===== config.mk =====
export PLATFORM = sky130hd
export DESIGN_NAME = vectored_interrupt_logic
export DESIGN_NICKNAME = d
export VERILOG_FILES = /design/src/common/irq_pkg.sv /design/src/hw/irq_return_stack.sv /design/src/hw/vectored_interrupt_logic.sv
export SDC_FILE = /design/constraint.sdc
export NUM_CORES = 1
export LEC_CHECK = 0
export BUFFER_PORTS_ARGS = -buffer_cell sky130_fd_sc_hd__buf_2
export CAP_MARGIN = 40
export CELL_PAD_IN_SITES_DETAIL_PLACEMENT = 1
export CELL_PAD_IN_SITES_GLOBAL_PLACEMENT = 1
export CORE_MARGIN = 1.5
export CORE_UTILIZATION = 30
export CTS_CLUSTER_DIAMETER = 80
export CTS_CLUSTER_SIZE = 30
export DETAILED_ROUTE_END_ITERATION = 10
export PLACE_DENSITY_LB_ADDON = 0.05
export SYNTH_ARGS = -nofsm -noshare
export SYNTH_HDL_FRONTEND = slang
export SYNTH_SLANG_ARGS = --single-unit

===== constraint.sdc =====
create_clock -name clk -period 3 [get_ports clk]
set_input_delay 0.15 -clock clk [delete_from_list [all_inputs] [get_ports clk]]
set_output_delay 0.15 -clock clk [all_outputs]
set_load 0.1 [all_outputs]

===== src/common/irq_pkg.sv =====
// Constants for the vectored interrupt logic and its return stack
package irq_pkg;

	// Widths
	localparam int ADDR_W      = 4;
	localparam int DATA_W      = 8;
	localparam int PC_W        = 16;
	localparam int DED_N       = 3;
	localparam int PER_N       = 8;
	localparam int SRC_N       = 4;
	localparam int STACK_DEPTH = 16;
	localparam int STACK_IDX_W = 4;

	// Register offsets
	localparam logic [ADDR_W-1:0] CORE_STATUS_OFS = 4'h0;
	localparam logic [ADDR_W-1:0] IRQ_STATUS_OFS  = 4'h1;
	localparam logic [ADDR_W-1:0] PER_ENABLE_OFS  = 4'h2;
	localparam logic [ADDR_W-1:0] PER_REQUEST_OFS = 4'h3;
	localparam logic [ADDR_W-1:0] EDGE_SEL_OFS    = 4'h4;

	// Field positions
	localparam int GD_BIT        = 0;
	localparam int STA_EN_LSB    = 0;
	localparam int STA_FLAG_LSB  = 4;
	localparam int SRC_EXT       = 0;
	localparam int SRC_T0OVF     = 1;
	localparam int SRC_T0CK      = 2;
	localparam int SRC_PER       = 3;
	localparam int EDGE_EXT_BIT  = 0;
	localparam int EDGE_T0CK_BIT = 1;

	// Peripheral flag positions
	localparam int PER_PORTCHG = 0;
	localparam int PER_T1OVF   = 1;
	localparam int PER_T2OVF   = 2;
	localparam int PER_T3OVF   = 3;
	localparam int PER_TXEMPTY = 4;
	localparam int PER_RXFULL  = 5;
	localparam int PER_CAP1    = 6;
	localparam int PER_CAP2    = 7;

	// Reset values
	localparam logic             GD_RST      = 1'b1;
	localparam logic [SRC_N-1:0] STA_EN_RST  = 4'h0;
	localparam logic [PER_N-1:0] PER_EN_RST  = 8'h00;
	localparam logic [1:0]       EDGE_RST    = 2'h3;

	// Vector addresses, shared peripheral vector last
	localparam logic [PC_W-1:0] VEC_EXT   = 16'h0008;
	localparam logic [PC_W-1:0] VEC_T0OVF = 16'h0010;
	localparam logic [PC_W-1:0] VEC_T0CK  = 16'h0018;
	localparam logic [PC_W-1:0] VEC_PER   = 16'h0020;

endpackage


===== src/hw/irq_return_stack.sv =====
// Return address stack pushed on interrupt entry and popped on return
`timescale 1ns/1ps
module irq_return_stack
	import irq_pkg::*;
(
	input  wire logic            clk,
	input  wire logic            rstn,
	input  wire logic            push,
	input  wire logic            pop,
	input  wire logic [PC_W-1:0] pushData,
	output logic      [PC_W-1:0] topData
);

	typedef struct packed {
		logic [STACK_DEPTH-1:0][PC_W-1:0] mem;
		logic [STACK_IDX_W-1:0]           idx;
	} stack_t;

	stack_t s_q;
	stack_t s_d;

	// Index points at the next free slot; wraps so a deep nest overwrites oldest
	always_comb begin
		s_d = s_q;
		if (push) begin
			s_d.mem[s_q.idx] = pushData;
			s_d.idx          = s_q.idx + STACK_IDX_W'(1);
		end else if (pop) begin
			s_d.idx = s_q.idx - STACK_IDX_W'(1);
		end
	end

	always_ff @(posedge clk or negedge rstn) begin
		if (!rstn) begin
			s_q <= '0;
		end else begin
			s_q <= s_d;
		end
	end

	// Top entry straight from the flops
	assign topData = s_q.mem[s_q.idx - STACK_IDX_W'(1)];

endmodule


===== src/hw/vectored_interrupt_logic.sv =====
// Vectored interrupt logic: flags, masks, global disable, vectoring, return
//
// The address map and strobed register access were chosen for this implementation.
`timescale 1ns/1ps
// What this block does
// - Eleven sources: pin, port, timers, serial, captures
// - Five registers hold interrupt control and status
// - Global disable bit blocks every response
// - Response sets disable, pushes return, loads vector
// - Four vectors; peripherals share the last
// - Dedicated vector clears its own flag
// - Peripheral vector leaves peripheral flags alone
// - Flags set regardless of masks and disable
// - Two-cycle instruction adds one cycle latency
// - Return pops stack and clears disable
module vectored_interrupt_logic
	import irq_pkg::*;
(
	input  wire logic              clk,
	input  wire logic              rstn,
	input  wire logic [ADDR_W-1:0] regAddr,
	input  wire logic [DATA_W-1:0] regWdata,
	input  wire logic              regWr,
	input  wire logic              regRd,
	output logic      [DATA_W-1:0] regRdata,
	input  wire logic              externalIrqPin,
	input  wire logic              timerZeroClockPin,
	input  wire logic              portChangeEvent,
	input  wire logic              timerZeroOvf,
	input  wire logic              timerOneOvf,
	input  wire logic              timerTwoOvf,
	input  wire logic              timerThreeOvf,
	input  wire logic              txBufEmpty,
	input  wire logic              rxBufFull,
	input  wire logic              capture1Event,
	input  wire logic              capture2Event,
	input  wire logic              instrBoundary,
	input  wire logic              returnFromIrqInstr,
	input  wire logic [PC_W-1:0]   returnAddr,
	output logic                   pcLoad,
	output logic      [PC_W-1:0]   pcLoadValue,
	output logic                   vectorTake,
	output logic                   irqOut
);

	typedef struct packed {
		logic              globalIrqDisable;
		logic [SRC_N-1:0]  srcEnable;
		logic [DED_N-1:0]  dedFlag;
		logic [PER_N-1:0]  perEnable;
		logic [PER_N-1:0]  perFlag;
		logic [1:0]        edgeRising;
		logic              extPinPrev;
		logic              t0ckPinPrev;
		logic [DATA_W-1:0] rdata;
		logic              pcLoad;
		logic [PC_W-1:0]   pcValue;
		logic              vectorTake;
	} state_t;

	state_t s_q;
	state_t s_d;

	logic [PC_W-1:0]  stackTop;
	logic             take;
	logic             retTake;
	logic [SRC_N-1:0] req;
	logic [SRC_N-1:0] sel;
	logic [DED_N-1:0] dedEvent;
	logic [PER_N-1:0] perEvent;
	logic             extEvent;
	logic             t0ckEvent;

	// Lowest index wins: pin, overflow, clock edge, peripherals
	function automatic logic [SRC_N-1:0] pickSource(input logic [SRC_N-1:0] r);
		logic [SRC_N-1:0] one;
		one = '0;
		for (int i = SRC_N - 1; i >= 0; i--) begin
			if (r[i]) begin
				one = '0;
				one[i] = 1'b1;
			end
		end
		return one;
	endfunction

	// One vector address per one-hot source choice
	function automatic logic [PC_W-1:0] vectorOf(input logic [SRC_N-1:0] s);
		logic [PC_W-1:0] v;
		v = VEC_PER;
		if (s[SRC_EXT]) begin
			v = VEC_EXT;
		end else if (s[SRC_T0OVF]) begin
			v = VEC_T0OVF;
		end else if (s[SRC_T0CK]) begin
			v = VEC_T0CK;
		end
		return v;
	endfunction

	// Pin edges in the direction software selects
	assign extEvent  = s_q.edgeRising[EDGE_EXT_BIT] ? (externalIrqPin & ~s_q.extPinPrev)
	                                                : (~externalIrqPin & s_q.extPinPrev);
	assign t0ckEvent = s_q.edgeRising[EDGE_T0CK_BIT] ? (timerZeroClockPin & ~s_q.t0ckPinPrev)
	                                                 : (~timerZeroClockPin & s_q.t0ckPinPrev);

	// All eleven sources gathered into flag-shaped vectors
	always_comb begin
		dedEvent             = '0;
		dedEvent[SRC_EXT]    = extEvent;
		dedEvent[SRC_T0OVF]  = timerZeroOvf;
		dedEvent[SRC_T0CK]   = t0ckEvent;
		perEvent             = '0;
		perEvent[PER_PORTCHG] = portChangeEvent;
		perEvent[PER_T1OVF]  = timerOneOvf;
		perEvent[PER_T2OVF]  = timerTwoOvf;
		perEvent[PER_T3OVF]  = timerThreeOvf;
		perEvent[PER_TXEMPTY] = txBufEmpty;
		perEvent[PER_RXFULL] = rxBufFull;
		perEvent[PER_CAP1]   = capture1Event;
		perEvent[PER_CAP2]   = capture2Event;
	end

	// Requests: flag and enable; peripherals summed behind their own enable
	always_comb begin
		req = '0;
		req[DED_N-1:0] = s_q.dedFlag & s_q.srcEnable[DED_N-1:0];
		req[SRC_PER]   = (|(s_q.perFlag & s_q.perEnable)) & s_q.srcEnable[SRC_PER];
	end

	assign sel = pickSource(req);

	// Only at an instruction edge, so a two-cycle instruction delays entry
	assign retTake = returnFromIrqInstr;
	assign take    = instrBoundary & ~s_q.globalIrqDisable & (|req) & ~retTake;

	// Next state of every register
	always_comb begin
		logic [DED_N-1:0] dedClr;
		logic [PER_N-1:0] perClr;
		dedClr = '0;
		perClr = '0;
		s_d = s_q;
		s_d.pcLoad      = 1'b0;
		s_d.vectorTake  = 1'b0;
		s_d.extPinPrev  = externalIrqPin;
		s_d.t0ckPinPrev = timerZeroClockPin;

		// Software writes; flag bits clear on a written one
		if (regWr) begin
			case (regAddr)
				CORE_STATUS_OFS: begin
					s_d.globalIrqDisable = regWdata[GD_BIT];
				end
				IRQ_STATUS_OFS: begin
					s_d.srcEnable = regWdata[STA_EN_LSB +: SRC_N];
					dedClr        = regWdata[STA_FLAG_LSB +: DED_N];
				end
				PER_ENABLE_OFS: begin
					s_d.perEnable = regWdata;
				end
				PER_REQUEST_OFS: begin
					perClr = regWdata;
				end
				EDGE_SEL_OFS: begin
					s_d.edgeRising = regWdata[1:0];
				end
				default: begin
				end
			endcase
		end

		// Dedicated flag cleared by its own vector; peripheral flags kept
		if (take) begin
			dedClr = dedClr | sel[DED_N-1:0];
		end

		// New events win over any clear in the same cycle
		s_d.dedFlag = (s_q.dedFlag & ~dedClr) | dedEvent;
		s_d.perFlag = (s_q.perFlag & ~perClr) | perEvent;

		// Entry: disable further response and jump to the chosen vector
		if (take) begin
			s_d.globalIrqDisable = 1'b1;
			s_d.pcLoad           = 1'b1;
			s_d.vectorTake       = 1'b1;
			s_d.pcValue          = vectorOf(sel);
		end

		// Return: popped address and responses allowed again
		if (retTake) begin
			s_d.globalIrqDisable = 1'b0;
			s_d.pcLoad           = 1'b1;
			s_d.pcValue          = stackTop;
		end

		// Read data stands one cycle after the strobe only
		s_d.rdata = '0;
		if (regRd) begin
			case (regAddr)
				CORE_STATUS_OFS: begin
					s_d.rdata[GD_BIT] = s_q.globalIrqDisable;
				end
				IRQ_STATUS_OFS: begin
					s_d.rdata[STA_EN_LSB +: SRC_N]   = s_q.srcEnable;
					s_d.rdata[STA_FLAG_LSB +: DED_N] = s_q.dedFlag;
					s_d.rdata[STA_FLAG_LSB + SRC_PER] = |(s_q.perFlag & s_q.perEnable);
				end
				PER_ENABLE_OFS: begin
					s_d.rdata = s_q.perEnable;
				end
				PER_REQUEST_OFS: begin
					s_d.rdata = s_q.perFlag;
				end
				EDGE_SEL_OFS: begin
					s_d.rdata[1:0] = s_q.edgeRising;
				end
				default: begin
				end
			endcase
		end
	end

	// Single register stage for all state
	always_ff @(posedge clk or negedge rstn) begin
		if (!rstn) begin
			s_q                  <= '0;
			s_q.globalIrqDisable <= GD_RST;
			s_q.srcEnable        <= STA_EN_RST;
			s_q.perEnable        <= PER_EN_RST;
			s_q.edgeRising       <= EDGE_RST;
		end else begin
			s_q <= s_d;
		end
	end

	// Return addresses live in their own small stack
	irq_return_stack u_stack (
		.clk      (clk),
		.rstn     (rstn),
		.push     (take),
		.pop      (retTake),
		.pushData (returnAddr),
		.topData  (stackTop)
	);

	// Outputs from flops, except the level line, which is combinational from the requests and ignores the global disable
	assign regRdata    = s_q.rdata;
	assign pcLoad      = s_q.pcLoad;
	assign pcLoadValue = s_q.pcValue;
	assign vectorTake  = s_q.vectorTake;
	assign irqOut      = |req;
endmodule


==> impl_metrics.json, run 1 <==
{
  "ys_types": 59,
  "dr.pass1.iters": 6,
  "finalInstanceArea_mm2": 0.0172,
  "viasPerCell": 4.87,
  "fin_ws_ns": 0.538,
  "dr.first_iter.drc_count": 408,
  "cts.repair.resized": 0,
  "fin_setup_tns_ns": 0,
  "ir_worst_vdd_uv": 456,
  "die_area_mm2": 0.0514,
  "ys_warn_count": 0,
  "yosysMostFrequentCell": "dfrtp_1",
  "yosys.area.top_type": "dfrtp_1",
  "dp_slack_ns": 0.491,
  "post_cts_buffers": 0,
  "end_kind": "flip-flop",
  "drv_slew": 0,
  "hold_path_depth": 2,
  "final-hold-violation-count": 0,
  "placed_cell_area_mm2": 0.0160,
  "root_buffer": "clkbuf_16",
  "rsz0062_at_grt": "false",
  "clkLatencyLatePin_ns": 0.57,
  "final.setup_skew_ns": 0.0177,
  "port_buffers": 71,
  "cts_sinks": 314,
  "p_seq_share_pct": 38.3,
  "synth_seq_cells": 314,
  "p_sw_uw": 6020,
  "tightest_slew_ns": 0.807,
  "synth_area_leaders": "dfrtp_1, mux2_2, mux2_4",
  "crit_fanout": 19,
  "intPower_uw": 11300,
  "pwr-share-comb_pct": 40.0,
  "wl_um": 41500,
  "drc": 0,
  "p_sw_share_pct": 34.8,
  "syn_area_mm2": 0.0150,
  "coreArea_mm2": 0.0492,
  "cp_cell_sequence": "nor2b_4 > and2b_4 > o211ai_4 > nand2_8 > and3_1 > buf_12 > mux2_4",
  "p_leak_uw": 0.00806,
  "track_usage_pct": 16.8,
  "synth_ff_type": "dfrtp_1",
  "synthCells": 945,
  "max_freq_ghz": 0.406,
  "finalNetCount": 1066,
  "antenna_found_initial": 0,
  "clk_pin_slew_ns": 0.09,
  "crit_family": "simple AND/OR/NAND/NOR gates",
  "cp.depth": 7,
  "ys_seq_area_share_pct": 52.3,
  "area_delta_synth_final_pct": 14.7,
  "io_pins": 72,
  "die_h_um": 227,
  "synth_edf_count": 0,
  "async_flop_share_pct": 100,
  "cts_buffers": 27,
  "syn_nets": 995,
  "grt_pass1_wl_um": 63700,
  "grt_max_degree": 81,
  "setup_viol": 0,
  "grt_pass1_vias": 9232,
  "wire_per_inst_um": 24.4,
  "cp-start-kind": "flip-flop",
  "std_cell_rows": 81,
  "slowest_delay_ns": 0.59,
  "status": "complete, no violations",
  "critPathArrivalTime_ns": 2.91,
  "crit_slowest_cell": "and3_1",
  "period_share_pct": 82.1,
  "drive_above_1_share_pct": 48.8,
  "cts_tree": "yes",
  "powerDensity_mw_per_mm2": 1000,
  "hp-class": "in -> reg",
  "die_w_um": 227,
  "crit_type": "reg -> reg",
  "place_congestion": 0.673,
  "clkPwrFrac_pct": 21.6,
  "synth_top_cell_area_share_pct": 51.8,
  "cts_hold_buf": 36,
  "num_antenna_cells": 0,
  "dp_hpwl_um": 24900,
  "avgSynthCellArea_um2": 15.9,
  "start_util_pct": 30.6,
  "cp.required_ns": 3.45,
  "slew_headroom_pct": 46.0,
  "ant_nets": 0,
  "htree_levels": 1,
  "grt_overflow": 0,
  "hold_slack_ns": 0.0480,
  "dr_total_vias": 8271,
  "cap_violations": 0,
  "clk_path_buf_depth": 3,
  "reg2reg_depth": 7,
  "ys_top_cells_by_count": "dfrtp_1, mux2_2, mux2_4",
  "crit_buf_inv": 1,
  "finalCriticalPeriod_ns": 2.46,
  "p_total_uw": 17300
}
[cell type report]
class                           count  area [µm²]
Sequential cell                   314        7870
Clock buffer                       32         714
Multi-Input combinational cell    536        6560
Fill cell                        5009       31900
Clock inverter                     16         194
Inverter                            4        15.0
Tap cell                          664         831
Timing Repair Buffer              133        1060
[cell families after synthesis]
logic type / share of synthesized area [%]
buffers and inverters: 4.23
flip-flops: 52.3
adder cells (fa/ha/maj): 0.416
AND/OR/NAND/NOR: 3.91
multiplexers: 35.4
AO/OA/AOI/OAI: 3.38
XOR/XNOR: 0.400
[flip-flops by register name, summed over array words and instances, names as in the netlist]
| signal | flops |
|---|---|
| pcLoad | 1 |
| pcLoadValue | 16 |
| regRdata | 8 |
| s_q | 28 |
| u_stack.s_q | 260 |
| vectorTake | 1 |
[through the flow]
step | util [%] | std cells
3_3_place_gp | 32.5 | 1615
3_5_place_dp | 32.5 | 1615
5_1_grt | 35.1 | 1699
4_1_cts | 35.1 | 1699
2_1_floorplan | - | 945
6_report | 35.1 | 1699
[layout by cell type (no fill, tap or decap), drive strengths merged, types with 18 or more instances in the layout]
cell / instances
dlygate4sd3: 36
clkbuf: 32
dfrtp: 311
nand2: 26
mux2: 277
mux2i: 34
mux4: 64
buf: 97
nand3: 18
a21o: 23
[path summary, 6_finish.rpt]
| kind | start | endpoint | slack [ns] |
|---|---|---|---|
| max in group asynchronous | rstn | u_stack.s_q[220]$_DFFE_PN0P_ | 2.07 |
| min in group asynchronous | rstn | regRdata[0]$_DFF_PN0_ | 0.11 |
| worst max-delay path | s_q[53]$_DFFE_PN1P_ | u_stack.s_q[194]$_DFFE_PN0P_ | 0.54 |
| worst min register to register | pcLoadValue[1]$_DFFE_PN0P_ | pcLoadValue[1]$_DFFE_PN0P_ | 0.49 |
| worst max register to register | s_q[53]$_DFFE_PN1P_ | u_stack.s_q[194]$_DFFE_PN0P_ | 0.54 |
| worst min-delay path | returnAddr[15] | u_stack.s_q[67]$_DFFE_PN0P_ | 0.05 |
[routing by layer]
metal  GRT usage, %  part of all wire (%)  wire length [µm]
met1           24.9                    50             20800
met2           26.5                    46             19000
met3           1.80                   2.4              1020
met4           3.33                   1.4               599
met5              0                     0                 0
[power by group through the flow]
stage                     combinational (µW)  clock [µW]  sequential [µW]
final                                   6920        3740             6630
after global placement                  6980           0             6700
after detailed placement                7040           0             6700
after floorplan                         5460           0             6320
after global routing                    7450        4050             6840
after CTS                               7090        3920             6630
Note: power is estimated with default switching activity, not from simulation.
==> run 2, diff against run 1 <==
Settings changed: ABC_AREA set to 1.
Clock period 3 ns to 2.5 ns, I/O delays scaled along.
==> run 2 against run 1 <==
  * Total power grew 43%
  * First-iteration DRC count grew 120%
  * Non-clock buffer count grew 43
  * Synthesized cell count grew 130%
  * Die area grew 9.1%
  * Sequential power grew 20%
  * Synthesized area grew 9.2%
  * Critical path depth grew 3
  * Register-to-register slack lost 0.44 ns
  * Critical endpoint is now pcLoadValue[3]$_DFFE_PN0P_
  * Highest routed layer unchanged
==> impl_metrics.json, run 2 <==
{
  "port_buffers": 71,
  "clk_pin_slew_ns": 0.08,
  "place_congestion": 0.799,
  "finalNonFillerCells": 2872,
  "p_leak_uw": 0.00955,
  "area_delta_synth_final_pct": 13.8,
  "synth_edf_count": 0,
  "ys_warn_count": 0,
  "fillers": 6491,
  "grt_max_degree": 105,
  "crit_buf_inv": 3,
  "final_common_cell": "nand2_1",
  "tightest_slew_ns": 0.820,
  "powerDensity_mw_per_mm2": 1320,
  "cp_cell_sequence": "inv_4 > ha_1 > xnor2_4 > inv_1 > buf_4 > nand3_1 > nand3_1 > nand2_1 > nand2_1 > nand3_1",
  "setup_viol": 0,
  "finalInstanceArea_mm2": 0.0187,
  "std_cell_rows": 85,
  "grt_pass1_wl_um": 103000,
  "regArea_mm2": 0.00787,
  "crit_start": "u_stack.s_q[0]$_DFFE_PN0P_",
  "ys_types": 33,
  "hp-class": "in -> reg",
  "largest_reg_flops": 260,
  "max_freq_ghz": 0.416,
  "critPathArrivalTime_ns": 2.92,
  "cts_tree": "yes",
  "async_flop_share_pct": 100,
  "wire_per_inst_um": 23.2,
  "drv_slew": 0,
  "viasPerCell": 5.29,
  "wl_met1_um": 30900,
  "slowest_delay_ns": 0.47,
  "htree_levels": 1,
  "syn_nets": 2204,
  "wl_um": 66500,
  "num_antenna_cells": 0,
  "clkLatencyLatePin_ns": 0.60,
  "placed_cell_area_mm2": 0.0173,
  "multi_input_area_mm2": 0.00727,
  "crit_top_cell": "nand3_1",
  "final-hold-violation-count": 0,
  "crit_fanout": 16,
  "coreArea_mm2": 0.0539,
  "r2r-start": "u_stack.s_q[0]$_DFFE_PN0P_",
  "crit_slowest_cell": "xnor2_4",
  "finalNetCount": 2204,
  "cts_buffers": 29,
  "worst-r2r-setup-slack_ns": 0.1,
  "ant_nets": 0,
  "ir_worst_vdd_uv": 944,
  "dr_total_vias": 15200,
  "wl_met3_um": 2350,
  "status": "complete, no violations",
  "period_share_pct": 96.2,
  "cap_violations": 0,
  "fin_setup_tns_ns": 0,
  "yosys.area.top_type": "dfrtp_1",
  "dr.first_iter.drc_count": 893,
  "synth_area_leaders": "dfrtp_1, nand2_1, nand4_1",
  "crit_type": "reg -> reg",
  "start_util_pct": 30.4,
  "clk_path_buf_depth": 3,
  "end_kind": "flip-flop",
  "synth_ff_type": "dfrtp_1",
  "die_w_um": 237,
  "post_cts_buffers": 0,
  "syn_area_mm2": 0.0164,
  "antenna_found_initial": 0,
  "cp.depth": 10,
  "die_h_um": 237,
  "drc": 0,
  "ys_top_cells_by_count": "nand2_1, dfrtp_1, nand4_1",
  "die_area_mm2": 0.0561,
  "synthCells": 2154,
  "avgSynthCellArea_um2": 7.62,
  "final.setup_skew_ns": 0.0216,
  "cp.required_ns": 3.02,
  "rsz0062_at_grt": "false",
  "final_cell_mix": "nand2_1, dfrtp_1, nand4_1",
  "endpoint": "pcLoadValue[3]$_DFFE_PN0P_",
  "ys_seq_area_share_pct": 47.9,
  "finalCriticalPeriod_ns": 2.40,
  "drive_above_1_share_pct": 11.3,
  "reg2reg_depth": 10,
  "dr.pass1.iters": 5,
  "reg2reg_to": "pcLoadValue[3]$_DFFE_PN0P_",
  "io_pins": 72,
  "grt_pass1_vias": 15900,
  "wl_met2_um": 31200,
  "cts_sinks": 314,
  "track_usage_pct": 24.0,
  "synth_seq_cells": 314,
  "max_flop_register": "u_stack.s_q",
  "dp_cells": 2786,
  "synth_top_cell_area_share_pct": 47.4,
  "route.top_layer_used": "met4",
  "root_buffer": "clkbuf_16",
  "dp_hpwl_um": 40900,
  "grt_overflow": 0,
  "cp-start-kind": "flip-flop",
  "crit_family": "simple AND/OR/NAND/NOR gates",
  "yosysMostFrequentCell": "nand2_1",
  "hold_slack_ns": 0.0155,
  "slew_headroom_pct": 45.3
}
run 2: cell count changes after synthesis, sizes merged, moves of 64 or more:
cell / delta
buf: +70
mux2: -277
mux4: -64
nand2: +961
nand3: +169
nand4: +280
run 2: what timing repair did:
| item | in CTS | in global routing |
|---|---|---|
| gates resized for setup | 1 | 0 |
| hold buffers | 33 | 0 |
| endpoints found under the setup margin | 1 | 0 |
| hold endpoints to repair | 269 | 0 |
run 2: final cells by class:
cell class                      count  area share [%]
Timing Repair Buffer              176            7.50
Tap cell                          696            4.66
Inverter                           64            1.34
Sequential cell                   314            42.1
Clock buffer                       30            3.90
Multi-Input combinational cell   1569            38.9
Clock inverter                     23            1.63
run 2: layer usage:
layer	vias up	global-route usage (%)
li1	7099	-
met1	7741	33.0
met2	258	39.4
met3	82	2.87
met4	0	7.07
met5	-	0
run 2: where the power goes:
| group | total, µW | leakage (µW) | internal, µW | switching, µW |
|---|---|---|---|---|
| registers | 7970 | 0.00415 | 6880 | 1090 |
| logic | 11800 | 0.00491 | 3330 | 8470 |
| clock network | 4930 | 0.000495 | 2400 | 2520 |
run 2: worst min path at each step:
stage / startpoint / endpoint / slack [ns] / cells past startpoint
6_report: regAddr[2] / s_q[53]$_DFFE_PN1P_ / 0.02 / 6
5_1_grt: returnAddr[8] / u_stack.s_q[140]$_DFFE_PN0P_ / 0.06 / 3
4_1_cts: regAddr[2] / s_q[53]$_DFFE_PN1P_ / 0.0003 / 6
3_5_place_dp: rstn / u_stack.s_q[157]$_DFFE_PN0P_ / 0.11 / 1
3_3_place_gp: rstn / u_stack.s_q[157]$_DFFE_PN0P_ / 0.12 / 1
2_1_floorplan: rstn / pcLoad$_DFF_PN0_ / -0.17 / 0
run 2: through the flow:
step	util [%]	worst slack (ns)	power [µW]
floorplan	-	0.240	15400
global placement	32.1	0.189	19800
detailed placement	32.1	0.148	19900
CTS	34.7	0.136	25000
global route	34.7	0.00847	26500
finish	34.7	0.0959	24700
run 2: kinds of logic (layout without fill, tap and decap cells):
| family | after synthesis | in the layout | synth area share [%] |
|---|---|---|---|
| fa+ha+maj | 5 | 5 | 0.381 |
| compound gates | 47 | 47 | 1.53 |
| flops | 314 | 314 | 47.9 |
| buf+inv | 271 | 293 | 8.05 |
| simple gates | 1512 | 1512 | 41.8 |
| xor+xnor | 5 | 5 | 0.312 |
run 2: worst register-to-register path: stages (launching register included):
cell     delay [ns]
dfrtp_4        0.46
inv_4          0.07
ha_1           0.26
xnor2_4        0.47
inv_1          0.12
buf_4          0.24
nand3_1        0.22
nand3_1        0.23
nand2_1        0.12
nand2_1        0.07
nand3_1        0.09
==> run 3, diff against run 2 <==
Settings changed: PLACE_DENSITY_LB_ADDON 0.05 to 0.1.
==> run 3 against run 2 <==
  * Worst hold slack improved by 0.022 ns
  * Largest cell class unchanged
  * Utilization is 0.27 points higher
  * Final area is 0.77% higher
  * Sequential share of layout area decreased by 0.32 points
  * Cell count increased by 0.35%
  * Wire length is 0.25% higher
  * Register-to-register slack better by 0.06 ns
==> impl_metrics.json, run 3 (synthesis results as in run 2) <==
{
  "status": "complete, no violations",
  "rsz0062_at_grt": "false",
  "reg2reg_to": "pcLoadValue[10]$_DFFE_PN0P_",
  "fillers": 6506,
  "max_freq_ghz": 0.426,
  "die_h_um": 237,
  "viasPerCell": 5.32,
  "grt_overflow": 0,
  "finalCriticalPeriod_ns": 2.35,
  "grt_pass1_vias": 16200,
  "area_delta_synth_final_pct": 14.7,
  "reg2reg_depth": 10,
  "largest_reg_flops": 260,
  "drive_above_1_share_pct": 11.6,
  "dr_total_vias": 15300,
  "io_pins": 72,
  "max_flop_register": "u_stack.s_q",
  "std_cell_rows": 85,
  "setup_viol": 0,
  "tightest_slew_ns": 0.777,
  "clk_path_buf_depth": 3,
  "drv_slew": 0,
  "slew_headroom_pct": 48.2,
  "crit_start": "u_stack.s_q[0]$_DFFE_PN0P_",
  "num_antenna_cells": 0,
  "grt_pass1_wl_um": 104000,
  "drc": 0,
  "fin_setup_tns_ns": 0,
  "clk_pin_slew_ns": 0.08,
  "wl_um": 66700,
  "finalNetCount": 2212,
  "ant_nets": 0,
  "crit_fanout": 15,
  "end_kind": "flip-flop",
  "multi_input_area_mm2": 0.00727,
  "root_buffer": "clkbuf_16",
  "track_usage_pct": 24.3,
  "regArea_mm2": 0.00787,
  "ir_worst_vdd_uv": 770,
  "start_util_pct": 30.4,
  "r2r-start": "u_stack.s_q[0]$_DFFE_PN0P_",
  "grt_max_degree": 107,
  "crit_type": "reg -> reg",
  "powerDensity_mw_per_mm2": 1310,
  "die_area_mm2": 0.0561,
  "final_common_cell": "nand2_1",
  "hold_slack_ns": 0.0371,
  "coreArea_mm2": 0.0539,
  "worst-r2r-setup-slack_ns": 0.15,
  "cts_sinks": 314,
  "cp-start-kind": "flip-flop",
  "dp_slack_ns": 0.119,
  "cap_violations": 0,
  "wire_per_inst_um": 23.1,
  "place_congestion": 0.824,
  "cp.required_ns": 2.99,
  "dr.pass1.iters": 5,
  "fin_ws_ns": 0.154,
  "hp-class": "in -> reg",
  "die_w_um": 237,
  "htree_levels": 1,
  "dp_hpwl_um": 41800,
  "antenna_found_initial": 1,
  "final_cell_mix": "nand2_1, dfrtp_1, nand4_1",
  "cts_buffers": 30,
  "endpoint": "pcLoadValue[10]$_DFFE_PN0P_",
  "cts_tree": "yes",
  "final-hold-violation-count": 0,
  "final.setup_skew_ns": 0.0197,
  "dr.first_iter.drc_count": 1130,
  "p_leak_uw": 0.00963,
  "clkLatencyLatePin_ns": 0.61,
  "period_share_pct": 93.8,
  "port_buffers": 71,
  "critPathArrivalTime_ns": 2.84
}
-- run 3: cell types whose count changed in the layout (fill, tap and decap cells not counted) --
cell | before | now
buf_12 | 13 | 16
bufinv_16 | 1 | 0
clkinv_8 | 9 | 7
dlygate4sd3_1 | 33 | 36
inv_8 | 8 | 9
buf_4 | 60 | 61
clkinv_4 | 1 | 4
clkbuf_16 | 29 | 31
inv_12 | 0 | 2
clkinvlp_4 | 2 | 1
clkbuf_1 | 1 | 0
-- run 3: worst min-delay path by stage --
| stage | slack (ns) | cells past startpoint | endpoint | startpoint |
|---|---|---|---|---|
| after floorplan | -0.17 | 0 | pcLoad$_DFF_PN0_ | rstn |
| after global placement | 0.15 | 1 | u_stack.s_q[191]$_DFFE_PN0P_ | rstn |
| after detailed placement | 0.15 | 1 | u_stack.s_q[157]$_DFFE_PN0P_ | rstn |
| after CTS | 0.01 | 6 | s_q[53]$_DFFE_PN1P_ | regAddr[1] |
| after global routing | 0.06 | 3 | u_stack.s_q[140]$_DFFE_PN0P_ | returnAddr[8] |
| final | 0.04 | 5 | regRdata[1]$_DFF_PN0_ | regAddr[2] |
-- run 3: timing repair --
item | in CTS | in global routing
buffers inserted | 0 | 0
hold buffers | 36 | 0
gates resized for setup | 0 | 2
setup endpoints to repair | 0 | 1
hold endpoints to repair | 275 | 0
-- run 3: power by group --
group	total, µW	switching, µW	internal, µW
clock network	5070	2610	2460
registers	8040	1160	6880
logic	11600	8220	3390
total	24700	12000	12700
-- run 3: per-stage QoR --
| stage | power (µW) | std cells | util (%) | instance area [µm²] |
|---|---|---|---|---|
| CTS | 25000 | 2882 | 34.9 | 18800 |
| global placement | 19600 | 2790 | 32.2 | 17400 |
| floorplan | 15400 | 2154 | - | 16400 |
| global route | 26500 | 2882 | 34.9 | 18800 |
| detailed placement | 19800 | 2790 | 32.2 | 17400 |
| finish | 24700 | 2882 | 34.9 | 18800 |
-- run 3: cell type report --
| cell class | instances | area share (%) |
|---|---|---|
| Sequential cell | 314 | 41.8 |
| Multi-Input combinational cell | 1569 | 38.6 |
| Timing Repair Buffer | 183 | 7.96 |
| Tap cell | 696 | 4.62 |
| Clock buffer | 31 | 4.12 |
| Clock inverter | 25 | 1.62 |
| Inverter | 64 | 1.33 |
-- run 3: worst max-delay path: stages, from the launching register on --
cell and delay (ns):
dfrtp_4 0.45, inv_4 0.06, ha_1 0.26, xnor2_4 0.49, buf_4 0.32, buf_4 0.16
nand2_1 0.08, nand3_1 0.19, nand2_1 0.11, inv_1 0.07, nand2_1 0.05
-- run 3: per-layer routing --
metal	vias up	track usage (%)	part of all wire, %
met5	-	0	0
li1	7112	-	-
met4	0	6.45	2.8
met2	287	40.4	47
met3	89	2.41	3.1
met1	7843	33.6	47
